**src/bbc_pkg.sv**
```systemverilog
/*
 * Constants, register map, field layout and state encoding for the
 * backlight bank configuration block.
 * Assumes a 20 MHz reference clock and an I2C-compatible host port.
 */
`default_nettype none
package bbc_pkg;
   // ****************************************
   // Register offsets and reset values
   // ****************************************
   localparam logic [7:0] OFF_SINK_GROUP = 8'h10;
   localparam logic [7:0] OFF_SINK_FB = 8'h19;
   localparam logic [7:0] OFF_BOOST = 8'h1a;
   localparam logic [7:0] OFF_PWM_CFG = 8'h1c;
   localparam logic [7:0] OFF_BRT_LOW = 8'h20;
   localparam logic [7:0] OFF_BRT_HIGH = 8'h21;
   localparam logic [7:0] OFF_GROUP_EN = 8'h24;
   localparam logic [7:0] REG_RESET = 8'h00;
   localparam logic [7:0] UNMAPPED_READ = 8'h00;
   // ****************************************
   // Field positions
   // ****************************************
   localparam int SINK_FIELD_W = 3;
   localparam int BOOST_FREQ_BIT = 0;
   localparam int BOOST_OVP_LSB = 1;
   localparam int PWM_A_BIT = 0;
   localparam int PWM_B_BIT = 1;
   localparam int PWM_POL_BIT = 2;
   localparam int PWM_ZERO_BIT = 3;
   localparam int GRP_A_BIT = 0;
   localparam int GRP_B_BIT = 1;
   localparam int BRT_W = 11;
   localparam int BRT_LOW_W = 3;
   // ****************************************
   // Threshold codes, defaults and timing
   // ****************************************
   localparam logic [5:0] OVP_16V = 6'h10;
   localparam logic [5:0] OVP_24V = 6'h18;
   localparam logic [5:0] OVP_32V = 6'h20;
   localparam logic [5:0] OVP_40V = 6'h28;
   localparam logic [11:0] RAMP_TIME_US = 12'h800;
   localparam logic [15:0] FULL_SCALE_UA = 16'h4ee8;
   localparam logic MAP_EXPONENTIAL = 1'b1;
   localparam int CLK_HZ = 20_000_000;
   // One 8-bit level step spans the ramp time, in 2**BRT_LOW_W counts
   localparam int RAMP_STEP_CYC =
      (int'(RAMP_TIME_US) * (CLK_HZ / 1_000_000)) / (1 << BRT_LOW_W);
   // Bus address is arbitrary
   localparam logic [6:0] DEV_ADDR = 7'h36;
   typedef enum logic [3:0] {
      BBC_IDLE = 4'h0,
      BBC_ADDR = 4'h1,
      BBC_ACK_A = 4'h2,
      BBC_PTR = 4'h3,
      BBC_ACK_P = 4'h4,
      BBC_WR = 4'h5,
      BBC_ACK_W = 4'h6,
      BBC_RD = 4'h7,
      BBC_RACK = 4'h8
   } bbc_state_t;
   function automatic logic [5:0] bbc_ovp_volts(input logic [1:0] code);
      case (code)
         2'h0: bbc_ovp_volts = OVP_16V;
         2'h1: bbc_ovp_volts = OVP_24V;
         2'h2: bbc_ovp_volts = OVP_32V;
         default: bbc_ovp_volts = OVP_40V;
      endcase
   endfunction
endpackage
`default_nettype wire

```
**src/bbc_ramp_if.sv**
```systemverilog
/*
 * Carrier between the register bank and the brightness ramp.
 * Assumes both ends run on ref_clk.
 */
`timescale 1ns/1ps
`default_nettype none
interface bbc_ramp_if;
   logic [10:0] target;
   logic [10:0] level;
   logic clr;
   logic at_target;
   modport ctrl (output target, output clr, input level, input at_target);
   modport ramp (input target, input clr, output level, output at_target);
endinterface
`default_nettype wire

```
**src/bbc_top.sv**
```systemverilog
/*
 * Backlight bank configuration registers behind an I2C-compatible
 * port, with held low brightness byte and an 11-bit ramp.
 * Assumes open-drain SCL/SDA from outside, 20 MHz ref_clk.
 */
`timescale 1ns/1ps
`default_nettype none
module bbc_top #(
   parameter logic [6:0] BUS_ADDR = bbc_pkg::DEV_ADDR,
   parameter int RAMP_STEP_CYCLES = bbc_pkg::RAMP_STEP_CYC
) (
   // Clock and reset
   input wire logic ref_clk,
   input wire logic nrst,
   // Serial host port
   input wire logic scl_i,
   input wire logic sda_i,
   output logic sda_o,
   output logic sda_oe,
   // Reset sources
   input wire logic hardware_enable_pin,
   input wire logic soft_reset,
   // Sink and boost setup
   output logic [2:0] sink_group_b,
   output logic [2:0] sink_feedback_en,
   output logic [5:0] overvoltage_threshold,
   output logic boost_freq_1mhz,
   // PWM input setup
   output logic pwm_zero_detect_en,
   output logic pwm_active_high,
   output logic pwm_group_a_en,
   output logic pwm_group_b_en,
   // Groups and brightness
   output logic group_a_en,
   output logic group_b_en,
   output logic [10:0] group_a_brightness,
   output logic group_a_ramping,
   output logic [11:0] ramp_time_us,
   output logic mapping_exponential,
   output logic [15:0] full_scale_ua
);
   import bbc_pkg::*;
   logic [2:0] s1_r, s2_r, s3_r, filt_r, filt_nxt;
   logic scl_rise, scl_fall, bus_start, bus_stop, clr;
   bbc_state_t st_r;
   logic [3:0] cnt_r;
   logic [7:0] sh_r, ptr_r;
   logic rw_r;
   logic wr_stb;
   logic [7:0] sink_r, fb_r, boost_r, pwm_r, low_r, high_r, grp_r;
   logic [10:0] target_r;
   bbc_ramp_if rif ();

   // ****************************************
   // Pin synchronisers
   // ****************************************
   // Order is {enable pin, scl, sda}; enable starts low so reset holds
   always_ff @(posedge ref_clk or negedge nrst) begin
      if (!nrst) begin
         s1_r <= 3'h3;
         s2_r <= 3'h3;
         s3_r <= 3'h3;
         filt_r <= 3'h3;
      end else begin
         s1_r <= {hardware_enable_pin, scl_i, sda_i};
         s2_r <= s1_r;
         s3_r <= s2_r;
         filt_r <= filt_nxt;
      end
   end
   assign filt_nxt = (s2_r & s3_r) | (filt_r & (s2_r ^ s3_r));
   assign scl_rise = filt_nxt[1] & ~filt_r[1];
   assign scl_fall = ~filt_nxt[1] & filt_r[1];
   assign bus_start = filt_r[1] & filt_nxt[1] & filt_r[0] & ~filt_nxt[0];
   assign bus_stop = filt_r[1] & filt_nxt[1] & ~filt_r[0] & filt_nxt[0];
   assign clr = ~filt_r[2] | soft_reset;

   // ****************************************
   // Serial port engine
   // ****************************************
   function automatic logic [7:0] rd_mux(input logic [7:0] a,
      input logic [7:0] s, f, b, p, l, h, g);
      case (a)
         OFF_SINK_GROUP: rd_mux = s;
         OFF_SINK_FB: rd_mux = f;
         OFF_BOOST: rd_mux = b;
         OFF_PWM_CFG: rd_mux = p;
         OFF_BRT_LOW: rd_mux = l;
         OFF_BRT_HIGH: rd_mux = h;
         OFF_GROUP_EN: rd_mux = g;
         default: rd_mux = UNMAPPED_READ;
      endcase
   endfunction

   assign wr_stb = scl_fall && st_r == BBC_WR && cnt_r == 4'h8;

   always_ff @(posedge ref_clk or negedge nrst) begin
      if (!nrst) begin
         st_r <= BBC_IDLE;
         cnt_r <= 4'h0;
         sh_r <= 8'h00;
         ptr_r <= 8'h00;
         rw_r <= 1'b0;
      end else if (clr || bus_stop) begin
         st_r <= BBC_IDLE;
         cnt_r <= 4'h0;
      end else if (bus_start) begin
         st_r <= BBC_ADDR;
         cnt_r <= 4'h0;
      end else if (scl_rise) begin
         case (st_r)
            BBC_ADDR, BBC_PTR, BBC_WR: begin
               sh_r <= {sh_r[6:0], filt_nxt[0]};
               cnt_r <= cnt_r + 4'h1;
            end
            BBC_RD: begin
               cnt_r <= cnt_r + 4'h1;
            end
            BBC_RACK: begin
               // Master NACK ends the read
               if (filt_nxt[0]) begin
                  st_r <= BBC_IDLE;
               end
            end
            default: begin
               cnt_r <= cnt_r;
            end
         endcase
      end else if (scl_fall) begin
         case (st_r)
            BBC_ADDR: begin
               if (cnt_r == 4'h8) begin
                  st_r <= (sh_r[7:1] == BUS_ADDR) ? BBC_ACK_A : BBC_IDLE;
                  rw_r <= sh_r[0];
               end
            end
            BBC_ACK_A, BBC_RACK: begin
               cnt_r <= 4'h0;
               if (rw_r) begin
                  st_r <= BBC_RD;
                  sh_r <= rd_mux(ptr_r, sink_r, fb_r, boost_r, pwm_r,
                     low_r, high_r, grp_r);
                  ptr_r <= ptr_r + 8'h01;
               end else begin
                  st_r <= BBC_PTR;
               end
            end
            BBC_PTR: begin
               if (cnt_r == 4'h8) begin
                  ptr_r <= sh_r;
                  st_r <= BBC_ACK_P;
               end
            end
            BBC_ACK_P, BBC_ACK_W: begin
               st_r <= BBC_WR;
               cnt_r <= 4'h0;
            end
            BBC_WR: begin
               if (cnt_r == 4'h8) begin
                  ptr_r <= ptr_r + 8'h01;
                  st_r <= BBC_ACK_W;
               end
            end
            BBC_RD: begin
               if (cnt_r == 4'h8) begin
                  st_r <= BBC_RACK;
               end else begin
                  sh_r <= {sh_r[6:0], 1'b0};
               end
            end
            default: begin
               st_r <= BBC_IDLE;
            end
         endcase
      end
   end

   // Open drain: only ever pulls low
   assign sda_o = 1'b0;
   assign sda_oe = (st_r == BBC_ACK_A) || (st_r == BBC_ACK_P) ||
      (st_r == BBC_ACK_W) || (st_r == BBC_RD && !sh_r[7]);

   // ****************************************
   // Register file
   // ****************************************
   always_ff @(posedge ref_clk or negedge nrst) begin
      if (!nrst) begin
         sink_r <= REG_RESET;
         fb_r <= REG_RESET;
         boost_r <= REG_RESET;
         pwm_r <= REG_RESET;
         low_r <= REG_RESET;
         high_r <= REG_RESET;
         grp_r <= REG_RESET;
      end else if (clr) begin
         sink_r <= REG_RESET;
         fb_r <= REG_RESET;
         boost_r <= REG_RESET;
         pwm_r <= REG_RESET;
         low_r <= REG_RESET;
         high_r <= REG_RESET;
         grp_r <= REG_RESET;
      end else if (wr_stb) begin
         case (ptr_r)
            OFF_SINK_GROUP: sink_r <= sh_r;
            OFF_SINK_FB: fb_r <= sh_r;
            OFF_BOOST: boost_r <= sh_r;
            OFF_PWM_CFG: pwm_r <= sh_r;
            OFF_BRT_LOW: low_r <= sh_r;
            OFF_BRT_HIGH: high_r <= sh_r;
            OFF_GROUP_EN: grp_r <= sh_r;
            default: grp_r <= grp_r;
         endcase
      end
   end

   // Held low byte joins only when the high byte lands
   always_ff @(posedge ref_clk or negedge nrst) begin
      if (!nrst) begin
         target_r <= 11'h000;
      end else if (clr) begin
         target_r <= 11'h000;
      end else if (wr_stb && ptr_r == OFF_BRT_HIGH) begin
         target_r <= {sh_r, low_r[BRT_LOW_W-1:0]};
      end
   end

   assign rif.target = target_r;
   assign rif.clr = clr;
   bbc_ramp #(.STEP_CYCLES(RAMP_STEP_CYCLES)) u_ramp (
      .ref_clk(ref_clk),
      .nrst(nrst),
      .rif(rif)
   );

   // ****************************************
   // Decoded outputs
   // ****************************************
   assign sink_group_b = sink_r[SINK_FIELD_W-1:0];
   assign sink_feedback_en = fb_r[SINK_FIELD_W-1:0];
   assign overvoltage_threshold =
      bbc_ovp_volts(boost_r[BOOST_OVP_LSB +: 2]);
   assign boost_freq_1mhz = boost_r[BOOST_FREQ_BIT];
   assign pwm_zero_detect_en = pwm_r[PWM_ZERO_BIT];
   assign pwm_active_high = pwm_r[PWM_POL_BIT];
   assign pwm_group_a_en = pwm_r[PWM_A_BIT];
   assign pwm_group_b_en = pwm_r[PWM_B_BIT];
   assign group_a_en = grp_r[GRP_A_BIT];
   assign group_b_en = grp_r[GRP_B_BIT];
   assign group_a_brightness = rif.level;
   assign group_a_ramping = ~rif.at_target;
   assign ramp_time_us = RAMP_TIME_US;
   assign mapping_exponential = MAP_EXPONENTIAL;
   assign full_scale_ua = FULL_SCALE_UA;

   // ****************************************
   // Checks
   // ****************************************
   property p_sink_group;
      @(posedge ref_clk) disable iff (!nrst)
      (!clr && wr_stb && ptr_r == OFF_SINK_GROUP && sh_r == 8'h04) |=>
         sink_group_b == 3'h4;
   endproperty
   a_sink_group: assert property (p_sink_group)
      else $error("sinks one and two not in group A");
   property p_feedback;
      @(posedge ref_clk) disable iff (!nrst)
      (!clr && wr_stb && ptr_r == OFF_SINK_FB && sh_r == 8'h03) |=>
         sink_feedback_en == 3'h3;
   endproperty
   a_feedback: assert property (p_feedback)
      else $error("feedback enables wrong");
   property p_boost;
      @(posedge ref_clk) disable iff (!nrst)
      (!clr && wr_stb && ptr_r == OFF_BOOST) |=>
         ($past(sh_r) == 8'h04 |-> overvoltage_threshold == OVP_32V) and
         ($past(sh_r) == 8'h02 |-> overvoltage_threshold == OVP_24V) and
         (!boost_freq_1mhz || $past(sh_r[0]));
   endproperty
   a_boost: assert property (p_boost)
      else $error("boost setting wrong");
   property p_pwm;
      @(posedge ref_clk) disable iff (!nrst)
      (!clr && wr_stb && ptr_r == OFF_PWM_CFG && sh_r == 8'h0d) |=>
         pwm_zero_detect_en && pwm_active_high && pwm_group_a_en &&
         !pwm_group_b_en;
   endproperty
   a_pwm: assert property (p_pwm)
      else $error("pwm setup wrong");
   property p_group_en;
      @(posedge ref_clk) disable iff (!nrst)
      (!clr && wr_stb && ptr_r == OFF_GROUP_EN && sh_r == 8'h01) |=>
         group_a_en && !group_b_en;
   endproperty
   a_group_en: assert property (p_group_en)
      else $error("group A not enabled");
   property p_low_held;
      @(posedge ref_clk) disable iff (!nrst)
      (!clr && !(wr_stb && ptr_r == OFF_BRT_HIGH)) |=> $stable(target_r);
   endproperty
   a_low_held: assert property (p_low_held)
      else $error("brightness target moved without high write");
   property p_defaults;
      @(posedge ref_clk) disable iff (!nrst)
      clr |=> ramp_time_us == 12'h800 && mapping_exponential &&
         full_scale_ua == 16'h4ee8 && group_a_brightness == 11'h000;
   endproperty
   a_defaults: assert property (p_defaults)
      else $error("defaults wrong after reset");
   property p_ovp_reset;
      @(posedge ref_clk) disable iff (!nrst)
      clr |=> overvoltage_threshold == OVP_16V;
   endproperty
   a_ovp_reset: assert property (p_ovp_reset)
      else $error("threshold not back at 16 V");
   property p_readback;
      @(posedge ref_clk) disable iff (!nrst)
      (!clr && wr_stb) ##1 !clr |->
         rd_mux($past(ptr_r), sink_r, fb_r, boost_r, pwm_r, low_r, high_r,
            grp_r) == (($past(ptr_r) == OFF_SINK_GROUP ||
            $past(ptr_r) == OFF_SINK_FB || $past(ptr_r) == OFF_BOOST ||
            $past(ptr_r) == OFF_PWM_CFG || $past(ptr_r) == OFF_BRT_LOW ||
            $past(ptr_r) == OFF_BRT_HIGH || $past(ptr_r) == OFF_GROUP_EN) ?
            $past(sh_r) : UNMAPPED_READ);
   endproperty
   a_readback: assert property (p_readback)
      else $error("register readback mismatch");
   c_high_write: cover property (@(posedge ref_clk) disable iff (!nrst)
      wr_stb && ptr_r == OFF_BRT_HIGH);
   c_read: cover property (@(posedge ref_clk) disable iff (!nrst)
      st_r == BBC_RD ##1 st_r == BBC_RACK);
   c_pin_reset: cover property (@(posedge ref_clk) disable iff (!nrst)
      !filt_r[2] ##1 filt_r[2]);
endmodule
`default_nettype wire

```
**src/bbc_ramp.sv**
```systemverilog
/*
 * Brightness ramp: walks the 11-bit level one count per step toward
 * the target. Assumes a single clock and an active-low async reset.
 */
`timescale 1ns/1ps
`default_nettype none
module bbc_ramp #(
   parameter int STEP_CYCLES = bbc_pkg::RAMP_STEP_CYC
) (
   // Clock and reset
   input wire logic ref_clk,
   input wire logic nrst,
   // Ramp carrier
   bbc_ramp_if.ramp rif
);
   import bbc_pkg::*;
   logic [15:0] cnt_r;
   logic [10:0] level_r;

   // ****************************************
   // Step divider and level
   // ****************************************
   always_ff @(posedge ref_clk or negedge nrst) begin
      if (!nrst) begin
         cnt_r <= 16'h0000;
      end else if (rif.clr || level_r == rif.target) begin
         cnt_r <= 16'h0000;
      end else if (cnt_r == 16'(STEP_CYCLES - 1)) begin
         cnt_r <= 16'h0000;
      end else begin
         cnt_r <= cnt_r + 16'h0001;
      end
   end

   // Low bits fill in between host levels
   always_ff @(posedge ref_clk or negedge nrst) begin
      if (!nrst) begin
         level_r <= 11'h000;
      end else if (rif.clr) begin
         level_r <= 11'h000;
      end else if (level_r != rif.target &&
                   cnt_r == 16'(STEP_CYCLES - 1)) begin
         if (level_r < rif.target) begin
            level_r <= level_r + 11'h001;
         end else begin
            level_r <= level_r - 11'h001;
         end
      end
   end
   assign rif.level = level_r;
   assign rif.at_target = (level_r == rif.target);

   // ****************************************
   // Checks
   // ****************************************
   property p_ramp_one_count;
      @(posedge ref_clk) disable iff (!nrst)
      (!rif.clr && level_r != rif.target) |=>
         (level_r == $past(level_r) || level_r == $past(level_r) + 11'h001
          || level_r == $past(level_r) - 11'h001);
   endproperty
   a_ramp_one_count: assert property (p_ramp_one_count)
      else $error("ramp moved more than one count");
   c_ramp_done: cover property (@(posedge ref_clk) disable iff (!nrst)
      !rif.at_target ##1 rif.at_target);
endmodule
`default_nettype wire

```
**config.mk**
```make
export PLATFORM = sky130hd
export DESIGN_NAME = bbc_top
export DESIGN_NICKNAME = d
export VERILOG_FILES = /design/src/bbc_pkg.sv /design/src/bbc_ramp_if.sv /design/src/bbc_top.sv /design/src/bbc_ramp.sv
export SDC_FILE = /design/constraint.sdc
export NUM_CORES = 1
export LEC_CHECK = 0
export CAP_MARGIN = 20
export CELL_PAD_IN_SITES_DETAIL_PLACEMENT = 0
export CELL_PAD_IN_SITES_GLOBAL_PLACEMENT = 1
export CORE_MARGIN = 3
export CORE_UTILIZATION = 28
export CTS_BUF_LIST = sky130_fd_sc_hd__clkbuf_4
export DETAILED_ROUTE_END_ITERATION = 16
export DONT_BUFFER_PORTS = 1
export PLACE_DENSITY = 0.53
export SYNTH_ARGS = -nofsm -noshare
export SYNTH_HDL_FRONTEND = slang
export SYNTH_SLANG_ARGS = --single-unit
export TNS_END_PERCENT = 50
```
**constraint.sdc**
```tcl
create_clock -name ref_clk -period 9.1 [get_ports ref_clk]
set_input_delay 0.91 -clock ref_clk [delete_from_list [all_inputs] [get_ports ref_clk]]
set_output_delay 0.91 -clock ref_clk [all_outputs]
set_load 0.05 [all_outputs]
```
==> qor.csv <==
metric,value,unit
placed_cells,1084,
multi_input_area,3770,um2
die_h,170,um
synth_fa_ha_area_frac,0.0544,
yosysUniqueCellTypes,62,
slew-limit-headroom,0.299,
clkSlewWorstSetupHoldPaths,0.11,ns
cts_sinks,131,
io_buffers,0,
status,completed,
vias_per_cell,4.94,
finalSetupViolations,0,
cp.arrival,4.72,ns
grt_max_degree,108,
grt_pass1_vias,5531,
wl_per_cell,17.8,um
ff_latch_area,3290,um2
ctsResizeCount,0,
gr-usage-all-layers,0.140,
postCtsHoldBufs,1,
ys_seq_elements,131,
layout-area-overhead-vs-synth,5.08,%
cap_violations,0,
synthMuxAreaShare,0.0773,
ant_nets,0,
row_count,59,
fin_skew,0.0237,ns
n_fill_cell,2732,
hold_viol,0,
synth-edff-count,0,
place.gp.congestion,0.801,
gr-total-overflow,0,
synth-simple-area-share,0.193,
drv_slew,0,
dpl.hpwl,12.9,mm
clockBufferDepth,2,
layout_min_cycle_time,4.33,ns
reg2reg_depth,12,
numCtsBuffers,17,
drive_gt1_frac,0.0766,
finalCritPeriodShare,0.476,
p_leak,3.29,nW
netlist_area,7490,um2
cts_root_buf,clkbuf_4,
layout_common_cells,"123 x dfrtp_1, 96 x nor2_1, 74 x nand2_1",
ys.flop_type,dfrtp_1,
path_class,register to register,
endpoint_kind,register,
layout_commonest_cell,dfrtp_1,
yosys.area.top_type,dfrtp_1,
vdd_drop_max,0.0566,mV
clk_latency,0.54,ns
die_w,170,um
initial_core_util,0.286,
postSynthCellCount,798,
setup.worst_path.start_class,register,
synth_top_family_by_area,simple AND/OR/NAND/NOR gates,
syn_area_per_cell,9.39,um2
htreeDepth,4,
synthTopCellsByArea,"dfrtp_1 41%, mux2i_1 6.7%, ha_1 5.2%",
yosys.area.top_type_share,0.411,
async_reset_ff_frac,1.00,
rsz0062_at_grt,false,
firstDrtPassIters,5,
worst_slew_pin_slew,1.05,ns
fin_cells,1119,
num-nets-final,809,
cts_tree,yes,
crit_fanout,11,
wirelength,19.9,mm
antenna_found_initial,1,
hp-class,primary input to asynchronous set/reset pin,
vias,5526,
pwr_density_cell,130,nW/um2
fp.dieArea,28800,um2
drc,0,
ioPinCount,68,
fin_tns_setup,0,ns
cp_data_required_time,9.49,ns
synth_compound_area_frac,0.135,
post_cts_buffers,0,
grt_first_pass_wirelength,31.8,mm
hold_slack,0.0740,ns
yosysWarningCount,0,
synthXorXnorAreaFrac,0.0269,
yosysSeqAreaShare,0.439,
drtIter0Drc,360,
max_freq,231,MHz
core-area,26200,um2
-- cells by family (layout without fill, tap and decap cells) --
| kind of cell | Yosys count | count (layout) |
|---|---|---|
| and+or+nand+nor | 288 | 288 |
| AOI/OAI and AO/OA | 160 | 160 |
| DFF | 131 | 131 |
| buffers and inverters | 105 | 59 |
| muxes | 57 | 57 |
| adders and majority gates | 32 | 32 |
| xor gates and xnor gates | 23 | 23 |
| other | 2 | 34 |
-- worst max-delay path, stage by stage (launching register included) --
cell and delay, ns:
dfrtp_1 0.74, ha_1 0.35, a211oi_1 0.22, o21bai_1 0.10, o21bai_1 0.29, nand2_1 0.37, fa_1 0.53, a211oi_1 0.35
o211ai_1 0.18, a41oi_1 0.41, nor3_1 0.09, a2111oi_0 0.43, nand3_1 0.13
-- final cells by class --
| cell class | instances | area share |
|---|---|---|
| Clock buffer | 18 | 0.0172 |
| Multi-Input combinational cell | 593 | 0.479 |
| Sequential cell | 131 | 0.418 |
| Tap cell | 335 | 0.0532 |
| Inverter | 21 | 0.0100 |
| Clock inverter | 13 | 0.0141 |
| Timing Repair Buffer | 7 | 0.00890 |
| Antenna cell | 1 | 0.000318 |
-- routing by layer --
| layer | track usage | up-vias | wire length [um] |
|---|---|---|---|
| li1 | - | 2697 | - |
| met1 | 0.202 | 2728 | 9990 |
| met2 | 0.216 | 87 | 9040 |
| met3 | 0.0252 | 14 | 633 |
| met4 | 0.0373 | 0 | 286 |
| met5 | 0 | - | 0 |
-- path summary, 6_finish.rpt --
kind / from / end / slack, ns
hold reg to reg: s1_r[1]$_DFF_PN1_ / s2_r[1]$_DFF_PN1_ / 0.37
max in group asynchronous: nrst / u_ramp.cnt_r[6]$_DFF_PN0_ / 7.71
setup / recovery: u_ramp.rif.level[4]$_DFFE_PN0P_ / u_ramp.rif.level[10]$_DFFE_PN0P_ / 4.77
setup reg to reg: u_ramp.rif.level[4]$_DFFE_PN0P_ / u_ramp.rif.level[10]$_DFFE_PN0P_ / 4.77
hold / removal: nrst / cnt_r[3]$_DFFE_PN0P_ / 0.07
min in group ref_clk: sda_i / s1_r[0]$_DFF_PN1_ / 0.34
-- registers in the layout, indices dropped and copies added (netlist names) --
signal            count
ptr_r                 8
s2_r                  3
u_ramp.cnt_r         16
s1_r                  3
boost_r               8
cnt_r                 4
grp_r                 8
rw_r                  1
u_ramp.rif.level     11
s3_r                  3
high_r                8
st_r                  4
pwm_r                 8
rif.target           11
filt_r                3
sink_r                8
fb_r                  8
sh_r                  8
low_r                 8
-- Yosys cell counts (3+ instances only) --
library cell and instances:
clkbuf_1 32, nor2_1 96, nor3_1 8, nor4bb_1 3, inv_1 21, o31ai_1 4
or3_1 3, dfrtp_1 123, o22ai_1 3, o21ai_0 28, a31oi_1 4, nor3b_1 10
a21o_1 9, nand3b_1 12, and3_1 8, nand2_1 74, xnor2_1 9, nor4_1 3
a222oi_1 8, xor2_1 14, a22oi_1 8, and4b_1 5, o21bai_1 3, nand2b_1 7
nand4_1 10, buf_4 39, nand3_1 26, a21oi_1 64, nor2b_1 10, ha_1 31
mux2_2 7, dfstp_2 8, buf_2 12, a22o_1 8, mux2i_1 50
-- per-stage QoR --
step                       util  total power, mW  instance area [um2]  setup WS (ns)
after global placement    0.289            0.657                 7590           4.84
after CTS                 0.300             1.04                 7850           4.76
final                     0.301             1.02                 7880           4.77
after floorplan               -            0.660                 7610           5.40
after global routing      0.301             1.07                 7880           4.31
after detailed placement  0.289            0.657                 7590           4.82
-- report_power, final --
group / leakage, nW / internal [mW] / switching [mW]
combinational: 1.38 / 0.00767 / 0.0540
clock: 0.134 / 0.136 / 0.233
sequential: 1.78 / 0.588 / 0.00315
Note: power is estimated with default switching activity, not from simulation.
